--- src/logic/aopr_pkg.sv ---
package aopr_pkg;

   // Register slots, in the order of the register map.
   localparam int AOPR_NREG = 22;
   localparam int SLOT_PDC = 0;
   localparam int SLOT_INTH = 1;
   localparam int SLOT_INTL = 2;
   localparam int SLOT_INTF = 3;
   localparam int SLOT_MON = 4;
   localparam int SLOT_PS0 = 5;
   localparam int SLOT_PS1 = 6;
   localparam int SLOT_PS3 = 7;
   localparam int SLOT_PE0 = 8;
   localparam int SLOT_PE1 = 9;
   localparam int SLOT_PE3 = 10;
   localparam int SLOT_POL0 = 11;
   localparam int SLOT_POL1 = 12;
   localparam int SLOT_POL3 = 13;
   localparam int SLOT_MSK0 = 14;
   localparam int SLOT_MSK1 = 15;
   localparam int SLOT_MSK3 = 16;
   localparam int SLOT_KEEP0 = 17;
   localparam int SLOT_KEEP1 = 18;
   localparam int SLOT_SPU0 = 19;
   localparam int SLOT_SPU1 = 20;
   localparam int SLOT_SPU3 = 21;

   // Register indices; the bus byte address is four times the index.
   localparam logic [13:0] AOPR_INDEX [AOPR_NREG] = '{
      14'h22E0, 14'h22E3, 14'h22E4, 14'h22E5, 14'h22E6, 14'h22E7, 14'h22E8, 14'h22E9,
      14'h22EA, 14'h22EB, 14'h22EC, 14'h22ED, 14'h22EE, 14'h22EF, 14'h22F0, 14'h22F1,
      14'h22F2, 14'h22F7, 14'h22F8, 14'h22F9, 14'h22FA, 14'h22FB};

   localparam logic [7:0] AOPR_RESET [AOPR_NREG] = '{
      8'hD8, 8'h00, 8'h01, 8'h00, 8'h82, 8'hFF, 8'hFF, 8'hFF,
      8'hFF, 8'hFF, 8'hFF, 8'h00, 8'h00, 8'h00, 8'h00, 8'h00,
      8'h0C, 8'h00, 8'h00, 8'h00, 8'h00, 8'h00};

   // Writable bits; the rest are reserved and read as zero, or status.
   localparam logic [7:0] AOPR_WMASK [AOPR_NREG] = '{
      8'hFB, 8'hFF, 8'hFF, 8'hFF, 8'h9B, 8'hFF, 8'hFF, 8'hFF,
      8'hFF, 8'hFF, 8'hFF, 8'hFF, 8'hFF, 8'hFF, 8'hFF, 8'hFF,
      8'hFF, 8'hFF, 8'hFF, 8'hFF, 8'hFF, 8'hFF};

   // Field positions in the power-down control register.
   localparam int PDC_BOD_BIT = 7;
   localparam int PDC_AREG_BIT = 6;
   localparam int PDC_SLEEP_TIMER_ENABLE_BIT = 5;
   localparam int PDC_FOSC_BIT = 4;
   localparam int PDC_SOSC_BIT = 3;
   localparam int PDC_MODE_LSB = 0;

   // Field positions in the power monitor register.
   localparam int MON_STEP_BIT = 7;
   localparam int MON_XTAL_BIT = 6;
   localparam int MON_EXT_LSB = 3;
   localparam int MON_RET_LSB = 0;

   localparam int AOPR_PINS = 24;
   localparam logic [1:0] AXI_OKAY = 2'h0;
   localparam logic [1:0] AXI_SLVERR = 2'h2;

   typedef enum logic [1:0] {
      AOPR_ACTIVE = 2'b00,
      AOPR_LIGHT_SLEEP = 2'b01,
      AOPR_DEEP_SLEEP = 2'b10,
      AOPR_OFF_SLEEP = 2'b11
   } aopr_mode_t;

endpackage : aopr_pkg

--- src/logic/aopr_wake_if.sv ---
`timescale 1ns/1ns
interface aopr_wake_if;
   import aopr_pkg::*;
   logic [AOPR_PINS-1:0] levelHigh;
   logic [AOPR_PINS-1:0] pinEnable;
   aopr_mode_t powerDownSelect;
   logic timerEnable;
   logic timerExpired;
   logic wakeRequest;
   modport bank (output levelHigh, output pinEnable, output powerDownSelect, output timerEnable,
      output timerExpired, input wakeRequest);
   modport det (input levelHigh, input pinEnable, input powerDownSelect, input timerEnable,
      input timerExpired, output wakeRequest);
endinterface : aopr_wake_if

--- src/logic/aopr_wake.sv ---
`timescale 1ns/1ns
module aopr_wake
   import aopr_pkg::*;
(
   // Clock and reset.
   input wire logic clk,
   input wire logic sys_rst,
   // Settings from the bank.
   aopr_wake_if.det wk,
   // Port pins 0, 1 and 3, pin 0 of port 0 in bit 0.
   input wire logic [AOPR_PINS-1:0] pinLevel
);
   logic [AOPR_PINS-1:0] pinHit;
   logic sleeping;

   // A pin calls for wake-up when enabled and at its selected level.
   for (genvar p = 0; p < AOPR_PINS; p++) begin : g_pin
      assign pinHit[p] = wk.pinEnable[p] && (pinLevel[p] == wk.levelHigh[p]);
   end

   assign sleeping = (wk.powerDownSelect != AOPR_ACTIVE);

   always_ff @(posedge clk) begin
      if (sys_rst) begin
         wk.wakeRequest <= 1'b0;
      end else begin
         wk.wakeRequest <= sleeping && ((|pinHit) || (wk.timerEnable && wk.timerExpired));
      end
   end

endmodule : aopr_wake

--- src/logic/aopr_bank.sv ---
`timescale 1ns/1ns
// Operation
// - Every bank bit keeps its value through deep and off sleep modes.
// - Control bit 7 enables the brown-out detector; resets to one.
// - Control bit 5 enables the sleep timer on the slow oscillator; resets zero.
// - Control bit 4 enables the fast RC oscillator; resets to one.
// - Control bit 3 enables the slow RC oscillator; resets to one.
// - Control bit 2 is reserved, read-only, reads zero.
// - Control bits 1:0 select active, light, deep or off sleep; reset 00.
// - Interval is whole count, fraction count and two-bit extension.
// - Monitor bit 7 picks fine or coarse timer step; resets to one.
// - Coarse step interval: extension times 65536 plus whole plus fraction steps.
// - Fine step interval formula; software programs at least 71 us.
// - Monitor bit 6 reads crystal stable status; resets to zero.
// - Monitor bits 1:0 select data memory retention; reset 10.
// - Pull select per pin, zero down, one up; resets all ones.
// - Input mode per pin, zero tri-state, one pull on; resets all ones.
// - Wake polarity per pin, zero low level, one high level.
// - Wake mask per pin enables wake source; third port resets 0x0C.
// - Two general keep bytes, plain read-write, reset zero.
// - Strong pull-up per pin where bit is one; resets zero.
module aopr_bank
   import aopr_pkg::*;
(
   // Clock and reset.
   input wire logic clk,
   input wire logic sys_rst,
   // AXI4-Lite write address.
   input wire logic s_axi_awvalid,
   output logic s_axi_awready,
   input wire logic [15:0] s_axi_awaddr,
   input wire logic [2:0] s_axi_awprot,
   // AXI4-Lite write data.
   input wire logic s_axi_wvalid,
   output logic s_axi_wready,
   input wire logic [31:0] s_axi_wdata,
   input wire logic [3:0] s_axi_wstrb,
   // AXI4-Lite write response.
   output logic s_axi_bvalid,
   input wire logic s_axi_bready,
   output logic [1:0] s_axi_bresp,
   // AXI4-Lite read address.
   input wire logic s_axi_arvalid,
   output logic s_axi_arready,
   input wire logic [15:0] s_axi_araddr,
   input wire logic [2:0] s_axi_arprot,
   // AXI4-Lite read data.
   output logic s_axi_rvalid,
   input wire logic s_axi_rready,
   output logic [31:0] s_axi_rdata,
   output logic [1:0] s_axi_rresp,
   // Status and events from the analog and timer blocks.
   input wire logic crystalOk,
   input wire logic sleepTimerExpired,
   input wire logic [AOPR_PINS-1:0] pinLevel,
   // Power and oscillator controls.
   output logic brownoutDetectEnable,
   output logic analogRegulatorEnable,
   output logic sleepTimerEnable,
   output logic fastRcOscEnable,
   output logic slowRcOscEnable,
   output logic [1:0] powerDownSelect,
   output logic [1:0] retentionSelect,
   // Sleep timer interval.
   output logic [15:0] intervalWholeCount,
   output logic [7:0] intervalFractionCount,
   output logic [1:0] intervalExtension,
   output logic intervalStepSelect,
   // Pin pad settings, port 0, 1 and 3.
   output logic [7:0] pullDirection0,
   output logic [7:0] pullDirection1,
   output logic [7:0] pullDirection3,
   output logic [7:0] inputPullEnable0,
   output logic [7:0] inputPullEnable1,
   output logic [7:0] inputPullEnable3,
   output logic [7:0] strongPullupEnable0,
   output logic [7:0] strongPullupEnable1,
   output logic [7:0] strongPullupEnable3,
   // General keep bytes.
   output logic [7:0] generalKeepByte0,
   output logic [7:0] generalKeepByte1,
   // Wake request to the power sequencer.
   output logic wakeRequest
);

   logic [7:0] regFile_r [AOPR_NREG];
   logic crystalStable_r;
   logic awHeld_r;
   logic wHeld_r;
   logic [13:0] wrIndex_r;
   logic [7:0] wrData_r;
   logic wrLane_r;
   logic commit;
   logic wrHit;
   logic [4:0] wrSlot;
   logic rdHit;
   logic [4:0] rdSlot;
   logic [7:0] rdByte;

   aopr_wake_if wk ();

   // Address decode: the index is the word address, bits 15:2.
   always_comb begin
      wrHit = 1'b0;
      wrSlot = 5'h00;
      rdHit = 1'b0;
      rdSlot = 5'h00;
      for (int s = 0; s < AOPR_NREG; s++) begin
         if (wrIndex_r == AOPR_INDEX[s]) begin
            wrHit = 1'b1;
            wrSlot = 5'(s);
         end
         if (s_axi_araddr[15:2] == AOPR_INDEX[s]) begin
            rdHit = 1'b1;
            rdSlot = 5'(s);
         end
      end
   end

   // A write commits once both address and data have been taken.
   assign commit = awHeld_r && wHeld_r && !s_axi_bvalid;

   always_ff @(posedge clk) begin
      if (sys_rst) begin
         s_axi_awready <= 1'b1;
         awHeld_r <= 1'b0;
         wrIndex_r <= 14'h0000;
      end else if (s_axi_awvalid && s_axi_awready) begin
         s_axi_awready <= 1'b0;
         awHeld_r <= 1'b1;
         wrIndex_r <= s_axi_awaddr[15:2];
      end else if (commit) begin
         awHeld_r <= 1'b0;
      end else if (s_axi_bvalid && s_axi_bready) begin
         s_axi_awready <= 1'b1;
      end
   end

   always_ff @(posedge clk) begin
      if (sys_rst) begin
         s_axi_wready <= 1'b1;
         wHeld_r <= 1'b0;
         wrData_r <= 8'h00;
         wrLane_r <= 1'b0;
      end else if (s_axi_wvalid && s_axi_wready) begin
         s_axi_wready <= 1'b0;
         wHeld_r <= 1'b1;
         wrData_r <= s_axi_wdata[7:0];
         wrLane_r <= s_axi_wstrb[0];
      end else if (commit) begin
         wHeld_r <= 1'b0;
      end else if (s_axi_bvalid && s_axi_bready) begin
         s_axi_wready <= 1'b1;
      end
   end

   always_ff @(posedge clk) begin
      if (sys_rst) begin
         s_axi_bvalid <= 1'b0;
         s_axi_bresp <= AXI_OKAY;
      end else if (commit) begin
         s_axi_bvalid <= 1'b1;
         s_axi_bresp <= wrHit ? AXI_OKAY : AXI_SLVERR;
      end else if (s_axi_bready) begin
         s_axi_bvalid <= 1'b0;
      end
   end

   // Only the sys_rst power-on reset clears the bank; no power mode does.
   for (genvar s = 0; s < AOPR_NREG; s++) begin : g_reg
      always_ff @(posedge clk) begin
         if (sys_rst) begin
            regFile_r[s] <= AOPR_RESET[s];
         end else if (commit && wrHit && wrLane_r && wrSlot == 5'(s)) begin
            regFile_r[s] <= (wrData_r & AOPR_WMASK[s]) | (regFile_r[s] & ~AOPR_WMASK[s]);
         end
      end
   end

   always_ff @(posedge clk) begin
      if (sys_rst) begin
         crystalStable_r <= 1'b0;
      end else begin
         crystalStable_r <= crystalOk;
      end
   end

   // Status bits are merged on read; reserved bits stay zero.
   always_comb begin
      rdByte = regFile_r[rdSlot];
      if (rdSlot == 5'(SLOT_MON)) begin
         rdByte[MON_XTAL_BIT] = crystalStable_r;
      end
   end

   always_ff @(posedge clk) begin
      if (sys_rst) begin
         s_axi_arready <= 1'b1;
         s_axi_rvalid <= 1'b0;
         s_axi_rdata <= 32'h00000000;
         s_axi_rresp <= AXI_OKAY;
      end else if (s_axi_arvalid && s_axi_arready) begin
         s_axi_arready <= 1'b0;
         s_axi_rvalid <= 1'b1;
         s_axi_rdata <= rdHit ? {24'h000000, rdByte} : 32'h00000000;
         s_axi_rresp <= rdHit ? AXI_OKAY : AXI_SLVERR;
      end else if (s_axi_rvalid && s_axi_rready) begin
         s_axi_rvalid <= 1'b0;
         s_axi_arready <= 1'b1;
      end
   end

   // Control outputs are the register bits themselves.
   assign brownoutDetectEnable = regFile_r[SLOT_PDC][PDC_BOD_BIT];
   assign analogRegulatorEnable = regFile_r[SLOT_PDC][PDC_AREG_BIT];
   assign sleepTimerEnable = regFile_r[SLOT_PDC][PDC_SLEEP_TIMER_ENABLE_BIT];
   assign fastRcOscEnable = regFile_r[SLOT_PDC][PDC_FOSC_BIT];
   assign slowRcOscEnable = regFile_r[SLOT_PDC][PDC_SOSC_BIT];
   assign powerDownSelect = regFile_r[SLOT_PDC][PDC_MODE_LSB +: 2];
   assign retentionSelect = regFile_r[SLOT_MON][MON_RET_LSB +: 2];
   assign intervalWholeCount = {regFile_r[SLOT_INTH], regFile_r[SLOT_INTL]};
   assign intervalFractionCount = regFile_r[SLOT_INTF];
   assign intervalExtension = regFile_r[SLOT_MON][MON_EXT_LSB +: 2];
   assign intervalStepSelect = regFile_r[SLOT_MON][MON_STEP_BIT];
   assign pullDirection0 = regFile_r[SLOT_PS0];
   assign pullDirection1 = regFile_r[SLOT_PS1];
   assign pullDirection3 = regFile_r[SLOT_PS3];
   assign inputPullEnable0 = regFile_r[SLOT_PE0];
   assign inputPullEnable1 = regFile_r[SLOT_PE1];
   assign inputPullEnable3 = regFile_r[SLOT_PE3];
   assign strongPullupEnable0 = regFile_r[SLOT_SPU0];
   assign strongPullupEnable1 = regFile_r[SLOT_SPU1];
   assign strongPullupEnable3 = regFile_r[SLOT_SPU3];
   assign generalKeepByte0 = regFile_r[SLOT_KEEP0];
   assign generalKeepByte1 = regFile_r[SLOT_KEEP1];

   // Wake detection settings.
   assign wk.levelHigh = {regFile_r[SLOT_POL3], regFile_r[SLOT_POL1], regFile_r[SLOT_POL0]};
   assign wk.pinEnable = {regFile_r[SLOT_MSK3], regFile_r[SLOT_MSK1], regFile_r[SLOT_MSK0]};
   assign wk.powerDownSelect = aopr_mode_t'(regFile_r[SLOT_PDC][PDC_MODE_LSB +: 2]);
   assign wk.timerEnable = regFile_r[SLOT_PDC][PDC_SLEEP_TIMER_ENABLE_BIT];
   assign wk.timerExpired = sleepTimerExpired;
   assign wakeRequest = wk.wakeRequest;

   aopr_wake u_wake (
      .clk(clk),
      .sys_rst(sys_rst),
      .wk(wk.det),
      .pinLevel(pinLevel)
   );

endmodule : aopr_bank

--- config.mk ---
export PLATFORM = sky130hd
export DESIGN_NAME = aopr_bank
export DESIGN_NICKNAME = d
export VERILOG_FILES = /design/src/logic/aopr_pkg.sv /design/src/logic/aopr_wake_if.sv /design/src/logic/aopr_wake.sv /design/src/logic/aopr_bank.sv
export SDC_FILE = /design/constraint.sdc
export NUM_CORES = 1
export LEC_CHECK = 0
export ABC_AREA = 1
export BUFFER_PORTS_ARGS = -buffer_cell sky130_fd_sc_hd__buf_4
export CAP_MARGIN = 20
export CORE_MARGIN = 4
export CORE_UTILIZATION = 55
export CTS_CLUSTER_DIAMETER = 100
export DETAILED_ROUTE_END_ITERATION = 8
export MAX_ROUTING_LAYER = met4
export PLACE_DENSITY = 0.81
export RECOVER_POWER = 100
export SLEW_MARGIN = 20
export SYNTH_ARGS = -nofsm -noshare
export SYNTH_HDL_FRONTEND = slang
export SYNTH_SLANG_ARGS = --single-unit
--- constraint.sdc ---
create_clock -name clk -period 3.7 [get_ports clk]
set_input_delay 0.37 -clock clk [delete_from_list [all_inputs] [get_ports clk]]
set_output_delay 0.37 -clock clk [all_outputs]
set_load 0.01 [all_outputs]
# Word level (Yosys, flattened, before mapping)

Memories as Yosys holds them, arrays and structs flattened.
Index checks and enable logic that the tools add are counted.

Equal/unequal tests: 92
Multiplexer cells: 193
Bitwise gates (word level): 24
Reductions and logical operators: 70

Operator list:

| kind                 | count |
|---|---|
| $eq 14x14->1 const B | 44 |
| $mux 8               | 23 |
| $mux 1               | 128 |
| $mux 4               | 16 |
| $mux 5               | 12 |
| $logic_and 1x1->1    | 57 |
| $eq 5x4->1 const B   | 8 |
| $eq 5x5->1 const B   | 6 |
| $eq 5x3->1 const B   | 5 |
| $eq 1x1->1           | 24 |
| $mux 3               | 8 |
| $reduce_or 24->1     | 1 |
| $or 1x1->1           | 22 |
| $reduce_bool 2->1    | 7 |
| $mux 2               | 6 |
| $eq 5x2->1 const B   | 2 |
| $or 8x3->8           | 1 |
| $or 8x7->8           | 1 |
| $eq 5x1->1 const B   | 1 |
| $logic_not 5->1      | 1 |
| $ne 2x1->1 const B   | 2 |
| $reduce_and 2->1     | 2 |
| $logic_not 1->1      | 1 |
| $logic_or 1x1->1     | 1 |

Register bits after elaboration: 68
Bits in writable memories: 176
Input bits: 107
Output and inout bits: 166
Logic and storage cells: 395
Memories kept: 1

Memories:

| name      | depth | bits a word | read ports | clocked after Yosys merged registers in | write ports | line            | RTL |
|---|---|---|---|---|---|---|---|
| regFile_r | 22    | 8           | 23         | 0                                       | 22          | aopr_bank.sv:86 | `logic [7:0] regFile_r [AOPR_NREG];` |

# Longest topological paths before layout

Gate-level depths: netlist of run 1.

Depth after elaboration: 30
Gate-level depth with buffers: 22

# Cells and area by module

From an unflattened synthesis of run 1, not the netlist that was laid out.

Cells, all modules: 1490
Area total of the unflattened synthesis: 11858.9 um^2

Modules (own cells, without submodules):

| module    | times used | cells an instance | area each (um^2) | seq. area each (um^2) |
|---|---|---|---|---|
| aopr_bank | 1          | 1346              | 11258.3          | 5985.7 |
| aopr_wake | 1          | 144               | 600.6            | 20.0 |

# Worst setup path after synthesis of run 1

OpenSTA, ideal clock, no wires.

Kind: reg-to-reg
Start: reg wrIndex_r[0]
End: mem regFile_r[14][0] (enable)
Data arrival time: 2.308 ns
Data required time: 3.316 ns
Path slack: 1.008 ns
Cell stages (with the launch flop): 12
Buffers on the path: 2
Period minus slack after synthesis: 2.692 ns
Cell sequence: dfxtp_1 -> buf_4 -> inv_1 -> nor2_1 -> inv_1 -> nor2_2 -> o21ai_1 -> and3_1 -> a31oi_1 -> clkbuf_1 -> inv_1 -> o21ai_0

RTL lines:

| item                   | line             | RTL |
|---|---|---|
| from (decl)            | aopr_bank.sv:90  | `logic [13:0] wrIndex_r;` |
| from (signal assigned) | aopr_bank.sv:131 | `wrIndex_r <= s_axi_awaddr[15:2];` |
| to (decl)              | aopr_bank.sv:86  |  |

==> results of run 1 <==
-- state kept, by name, summed over array words and instances, names as in the netlist --
register               flops
awHeld_r                   1
wHeld_r                    1
s_axi_rresp                1
s_axi_rvalid               1
s_axi_bresp                1
s_axi_rdata                8
s_axi_awready              1
crystalStable_r            1
wrData_r                   8
wrLane_r                   1
s_axi_arready              1
regFile_r                172
s_axi_bvalid               1
wrIndex_r                 14
u_wake.wk.wakeRequest      1
s_axi_wready               1
-- layout by cell type, fill, tap and decap left out, drive strengths merged, types with 2 or more instances in the layout --
cell type  count
nand2        300
a31oi          5
o21a           2
conb          26
a211oi         3
inv          108
nor2         186
nand3        161
buf           83
or2            4
nor3          54
o211ai         9
a21oi         29
xnor2         20
clkinv         8
clkbuf       187
edfxtp       172
xor2           2
nand4        104
o311ai         2
o2111ai        2
dfxtp         42
o21ai         66
-- metrics by stage --
stage	area, um^2	util	power (mW)	hold slack (ns)	worst slack [ns]
after global routing	13500	0.642	5.63	0.0972	0.159
after floorplan	11900	-	3.07	0.449	1.01
final	13500	0.642	5.49	0.0892	0.419
after CTS	14200	0.675	5.50	0.0749	0.616
after detailed placement	13400	0.639	3.30	0.459	0.644
after global placement	13400	0.639	3.29	0.458	0.684
-- layout make-up --
| type | count | share of cell area |
|---|---|---|
| multi-input cells | 983 | 0.351 |
| flip-flops and latches | 214 | 0.445 |
| clock inverters | 6 | 0.00241 |
| well taps | 275 | 0.0255 |
| clock buffers | 34 | 0.0527 |
| repair buffers | 236 | 0.0928 |
| inverters | 110 | 0.0306 |
-- power by group through the flow --
stage	registers [mW]	clock network, mW	logic, mW
2_1_floorplan	2.79	0	0.276
5_1_grt	2.76	2.36	0.514
4_1_cts	2.75	2.25	0.502
3_5_place_dp	2.80	0	0.500
3_3_place_gp	2.80	0	0.488
6_report	2.75	2.26	0.478
-- cells in the mapped netlist (all sizes together), types with 3 or more instances --
| cell type | n | area (um^2) |
|---|---|---|
| nor2 | 186 | 800 |
| nand3 | 161 | 841 |
| nor3 | 54 | 340 |
| o21ai | 66 | 334 |
| inv | 108 | 405 |
| dfxtp | 42 | 841 |
| buf | 59 | 370 |
| or2 | 4 | 25.0 |
| clkbuf | 51 | 191 |
| nand4 | 104 | 714 |
| a211oi | 3 | 27.5 |
| nand2 | 300 | 1160 |
| xnor2 | 20 | 175 |
| o211ai | 9 | 67.6 |
| a21oi | 29 | 145 |
| edfxtp | 172 | 5160 |
| a31oi | 5 | 31.3 |
-- layer usage --
metal / vias to the layer above / routed length (um) / global-route usage / part of all wire
li1: 5087 / - / - / -
met1: 5226 / 14600 / 0.410 / 0.37
met2: 806 / 18500 / 0.514 / 0.47
met3: 129 / 4630 / 0.0512 / 0.12
met4: 0 / 1460 / 0.113 / 0.037
met5: - / 0 / - / 0
-- worst min-delay path, stage by stage --
cell	delay [ns]
buf_4	0.08
inv_1	0.04
nor2_1	0.07
-- kinds of logic (layout without fill, tap and decap cells) --
logic type,Yosys count,count (layout)
AOI/OAI and AO/OA,122,122
xor gates and xnor gates,22,22
buffers and inverters,220,386
DFF,214,214
other,1,26
and+or+nand+nor,813,813
-- final timing paths --
path	start	endpoint	slack (ns)	depth (start not counted)
min	crystalOk	crystalStable_r	0.09	3
max	wrIndex_r[0]	regFile_r[14][0]	0.42	11
min reg2reg	s_axi_rdata[5]	s_axi_rdata[5]	0.47	2
max reg2reg	wrIndex_r[0]	regFile_r[14][0]	0.42	11
==> results.py, run 1 <==
metrics = {
    "synthesis": {
        "syn_area_um2": 11800,
        "yosysWarnings": 0,
        "synthSimpleGateAreaFrac": 0.332,
        "ys_types": 47,
        "synth_top_family_by_area": "simple AND/OR/NAND/NOR gates",
        "syn_inst": 1392,
        "synthMuxAreaShare": 0,
        "syn_area_per_cell_um2": 8.46,
        "synth_edf_count": 172,
        "ys_seq_area_frac": 0.510,
        "async_flop_share": 0,
        "synth-compound-area-share": 0.0591,
        "synth_seq_cells": 214,
        "synth_flop_cell": "edfxtp_1",
        "synth_fa_ha_area_frac": 0,
        "synth-xor-area-share": 0.0164,
    },
    "clocking": {
        "cts_root_buf": "clkbuf_16",
        "cts_tree": "yes",
        "worstSkewPairLatency_ns": 0.51,
        "cts.path.max_buffers": 3,
        "cts_max_level": 1,
        "cts_buffers": 22,
        "cts_resized": 0,
        "clock-sinks": 214,
        "cts_hold_repair.buffers": 0,
        "cts.clk_slew.worst_paths_ns": 0.06,
        "post-cts-setup-buffers": 0,
    },
    "critical_path": {
        "critical_path.most_common_cell": "inv_1",
        "critPathMaxStageDelay_ns": 0.57,
        "critPathRequiredTime_ns": 3.90,
        "crit_slowest_cell": "dfxtp_1",
        "critPathKind": "reg2reg",
        "path_cells": "inv_1 > nor2_1 > inv_1 > nor2_1 > o21ai_0 > and3_1 > a31oi_1 > clkbuf_1 > inv_1 > o21ai_0 > clkbuf_2",
        "critPathMaxFanout": 10,
        "start_kind": "register",
        "crit_family": "buffers and inverters",
        "cp_data_arrival_time_ns": 3.48,
        "worst-path-buf-inv": 5,
        "end_kind": "register",
    },
    "timing": {
        "setup_tns_ns": 0,
        "relSlewSlack": -0.00830,
        "rsz0062_at_grt": "false",
        "hold_viol": 0,
        "fmax_mhz": 305,
        "final_max_slew_viol_count": 44,
        "fin_crit_sh": 0.887,
        "min_period_ns": 3.28,
        "skew_ns": 0.00940,
        "worst_pin_slew_ns": 1.51,
        "setup_violations": 0,
    },
    "cells_and_area": {
        "drive_above_1_share": 0.105,
        "nNetsFinal": 1674,
        "nFillCells": 1904,
        "num_antenna_cells": 0,
        "instances_no_fill": 1858,
        "seqCellArea_um2": 6010,
        "multi_input_area_um2": 4740,
        "area_delta_synth_final_pct": 14.6,
    },
    "placed_design": {
        "dp_cells": 1816,
        "routabilityCongestion": 0.950,
        "numPortBuffers": 209,
        "dp_hpwl_um": 28100,
    },
    "global_route": {
        "grt_first_pass_wirelength_um": 57800,
        "grt_max_degree": 59,
        "antenna_found_initial": 0,
        "grt_pass1_vias": 10300,
        "track_usage": 0.318,
        "grt_overflow": 0,
    },
    "flow_run": {
        "maxCapViolCount": 1,
    },
    "floorplan": {
        "ios": 273,
        "chipWidth_um": 154,
        "die_h_um": 154,
        "fp-row-count": 53,
        "initial_utilization": 0.560,
        "coreArea_um2": 21000,
        "die_area_um2": 23800,
    },
    "power_and_ir_drop": {
        "p_seq_frac": 0.501,
        "p_leak_nw": 5.20,
        "switchingPower_mw": 1.34,
        "clkPwrFrac": 0.412,
        "swShare": 0.245,
        "combPwrFrac": 0.087,
        "power.internal_mw": 4.15,
        "cellPowerDensity_nw_per_um2": 407,
        "irDropWorstVdd_mv": 0.282,
    },
    "detailed_routing": {
        "ant_nets": 0,
        "route.vias.total": 11200,
        "post_drt_wl_per_cell_um": 21.1,
        "detail_route.first_pass.iterations": 6,
        "drt_drc_violations_left": 0,
        "dr.first_iter.drc_count": 1849,
        "drt_wl_total_um": 39200,
        "viasPerCell": 6.05,
    },
    "outcome": {
        "outcome": "finished, violations left",
        "violations": "capacitance limit, slew limit",
    },
    "min_path": {
        "hold_path_class": "in2reg",
    },
}
No activity file was read; power rests on OpenSTA's default activity.
==> inputs of run 2 (changes only) <==
--- a/config.mk
+++ b/config.mk
@@ -18,4 +18,5 @@
 export SLEW_MARGIN = 20
 export SYNTH_ARGS = -nofsm -noshare
 export SYNTH_HDL_FRONTEND = slang
+export SYNTH_HIERARCHICAL = 1
 export SYNTH_SLANG_ARGS = --single-unit
==> results.py, run 2 <==
metrics = {
    "placed_design": {
        "placedInstanceArea_um2": 13600,
        "dp_hpwl_um": 29500,
        "dp_cells": 1934,
        "routabilityCongestion": 0.999,
        "numPortBuffers": 209,
    },
    "synthesis": {
        "syn_inst": 1490,
        "synth_seq_cells": 214,
        "synth_top_area_cell": "edfxtp_1",
        "yosysWarnings": 6,
        "ys_types": 42,
        "synth_most_common_cell": "nand2_1",
        "ys_seq_area_frac": 0.506,
        "synth_flop_cell": "edfxtp_1",
        "synth_edf_count": 172,
        "async_flop_share": 0,
        "syn_area_per_cell_um2": 7.96,
        "synth_area_leaders": "edfxtp_1 (44%), nand2_1 (12%), dfxtp_1 (7.1%)",
        "syn_area_um2": 11900,
        "synth_common_cells": "nand2_1 (371), nor2_1 (215), edfxtp_1 (172)",
        "synth_top_area_share": 0.436,
    },
    "critical_path": {
        "cp_data_arrival_time_ns": 3.87,
        "critical_path.most_common_cell": "inv_1",
        "critPathMaxStageDelay_ns": 0.55,
        "critPathMaxFanout": 8,
        "critPathKind": "reg2reg",
        "path_cells": "inv_1 > nor2_4 > inv_1 > o311ai_1 > nor3_1 > nand3_2 > nand3_4 > nor2_1 > nand2_1 > inv_1 > nand3_1 > nor2_1",
        "reg2reg_slack_ns": 0.18,
        "critPathRequiredTime_ns": 4.05,
        "crit_family": "simple AND/OR/NAND/NOR gates",
        "start_kind": "register",
        "worst-path-buf-inv": 3,
        "crit_slowest_cell": "o311ai_1",
        "end_kind": "register",
    },
    "power_and_ir_drop": {
        "swShare": 0.253,
        "combPwrFrac": 0.085,
        "p_leak_nw": 5.69,
        "cellPowerDensity_nw_per_um2": 403,
        "p_seq_frac": 0.496,
        "power.internal_mw": 4.14,
        "clkPwrFrac": 0.419,
        "irDropWorstVdd_mv": 0.398,
        "finalPower_mw": 5.54,
        "switchingPower_mw": 1.40,
    },
    "floorplan": {
        "ios": 273,
        "coreArea_um2": 21100,
        "initial_utilization": 0.562,
        "die_h_um": 155,
        "fp-row-count": 53,
        "die_area_um2": 24000,
        "chipWidth_um": 155,
    },
    "detailed_routing": {
        "ant_nets": 0,
        "drt_drc_violations_left": 0,
        "route.vias.total": 11500,
        "dr.first_iter.drc_count": 1235,
        "viasPerCell": 5.84,
        "drt_wl_total_um": 40500,
        "detail_route.first_pass.iterations": 6,
        "post_drt_wl_per_cell_um": 20.5,
    },
    "cells_and_area": {
        "drive_above_1_share": 0.0988,
        "seqCellArea_um2": 6010,
        "multi_input_area_um2": 4780,
        "nNetsFinal": 1791,
        "fin_area_um2": 13700,
        "largest_registers": "regFile_r (172), wrIndex_r (14)",
        "nFillCells": 1888,
        "largest_register_ffs": 172,
        "regMostFlops": "regFile_r",
        "area_delta_synth_final_pct": 15.9,
        "final_common_cell": "nand2_1",
        "most-common-layout-cells": "nand2_1 (371), nor2_1 (218), edfxtp_1 (172)",
        "instances_no_fill": 1976,
        "num_antenna_cells": 0,
    },
    "timing": {
        "relSlewSlack": -0.334,
        "worst_hold_slack_ns": 0.0823,
        "fin_crit_sh": 0.951,
        "setup_violations": 0,
        "hold_viol": 0,
        "fmax_mhz": 284,
        "worst_pin_slew_ns": 2.00,
        "setup_tns_ns": 0,
        "rsz0062_at_grt": "false",
        "final_max_slew_viol_count": 42,
        "min_period_ns": 3.52,
        "skew_ns": 0.0143,
    },
    "clocking": {
        "worstSkewPairLatency_ns": 0.52,
        "cts.path.max_buffers": 3,
        "clock-sinks": 214,
        "cts_tree": "yes",
        "cts_buffers": 23,
        "cts_resized": 0,
        "cts.clk_slew.worst_paths_ns": 0.07,
        "cts_root_buf": "clkbuf_16",
        "post-cts-setup-buffers": 0,
        "cts_hold_repair.buffers": 0,
        "cts_max_level": 1,
    },
    "outcome": {
        "violations": "capacitance limit, slew limit",
        "outcome": "finished, violations left",
    },
    "global_route": {
        "antenna_found_initial": 0,
        "grt_max_degree": 64,
        "grt_pass1_vias": 10800,
        "grt_first_pass_wirelength_um": 60800,
        "grt_overflow": 0,
        "track_usage": 0.335,
    },
    "min_path": {
        "hold_path_class": "in2reg",
    },
    "flow_run": {
        "maxCapViolCount": 1,
    },
}
-- run 2: cell types whose count changed after synthesis, sizes merged, moves of 16 or more --
cell,delta
a21oi,+17
nor2,+41
nand2,+71
nor3,-16
xnor2,-20
nand4,-31
inv,+53
-- run 2: area by class of cell --
type / count / share of cell area
Clock buffer: 24 / 0.0437
Multi-Input combinational cell: 1041 / 0.348
Tap cell: 275 / 0.0250
Sequential cell: 214 / 0.437
Inverter: 164 / 0.0448
Timing Repair Buffer: 240 / 0.0907
Clock inverter: 18 / 0.0110
-- run 2: path summary, 6_finish.rpt --
| kind | to | start | cells after the start |
|---|---|---|---|
| max | regFile_r[21][5] | wrIndex_r[1] | 12 |
| min | crystalStable_r | crystalOk | 3 |
| max reg2reg | regFile_r[21][5] | wrIndex_r[1] | 12 |
| min reg2reg | wrIndex_r[12] | wrIndex_r[12] | 2 |
-- run 2: worst min-delay path, delay by kind of cell --
family                 cells  cell delay, ns
buffers and inverters      2            0.15
and+or+nand+nor            1            0.03
-- run 2: kinds of logic (layout without fill, tap and decap cells) --
logic type	after synthesis	after routing	synth area share
buffers and inverters	260	446	0.0926
AO/OA/AOI/OAI	139	139	0.0654
AND/OR/NAND/NOR	876	876	0.335
other	1	26	0.000316
flip-flops	214	214	0.506
-- run 2: stage by stage --
step,worst slack (ns),util
finish,0.180,0.652
global route,0.0366,0.652
CTS,0.462,0.682
detailed placement,0.100,0.646
global placement,0.120,0.646
floorplan,0.874,-
-- run 2: routing by layer --
metal / track usage / routed length [um]
met5: - / 0
met4: 0.141 / 2110
met3: 0.0571 / 4680
met2: 0.526 / 18700
met1: 0.433 / 14900
-- run 2: power by group through the flow --
| stage | sequential [mW] | clock, mW | combinational [mW] |
|---|---|---|---|
| floorplan | 2.79 | 0 | 0.269 |
| global placement | 2.80 | 0 | 0.482 |
| detailed placement | 2.80 | 0 | 0.492 |
| CTS | 2.75 | 2.32 | 0.495 |
| global route | 2.76 | 2.43 | 0.512 |
| finish | 2.75 | 2.32 | 0.469 |
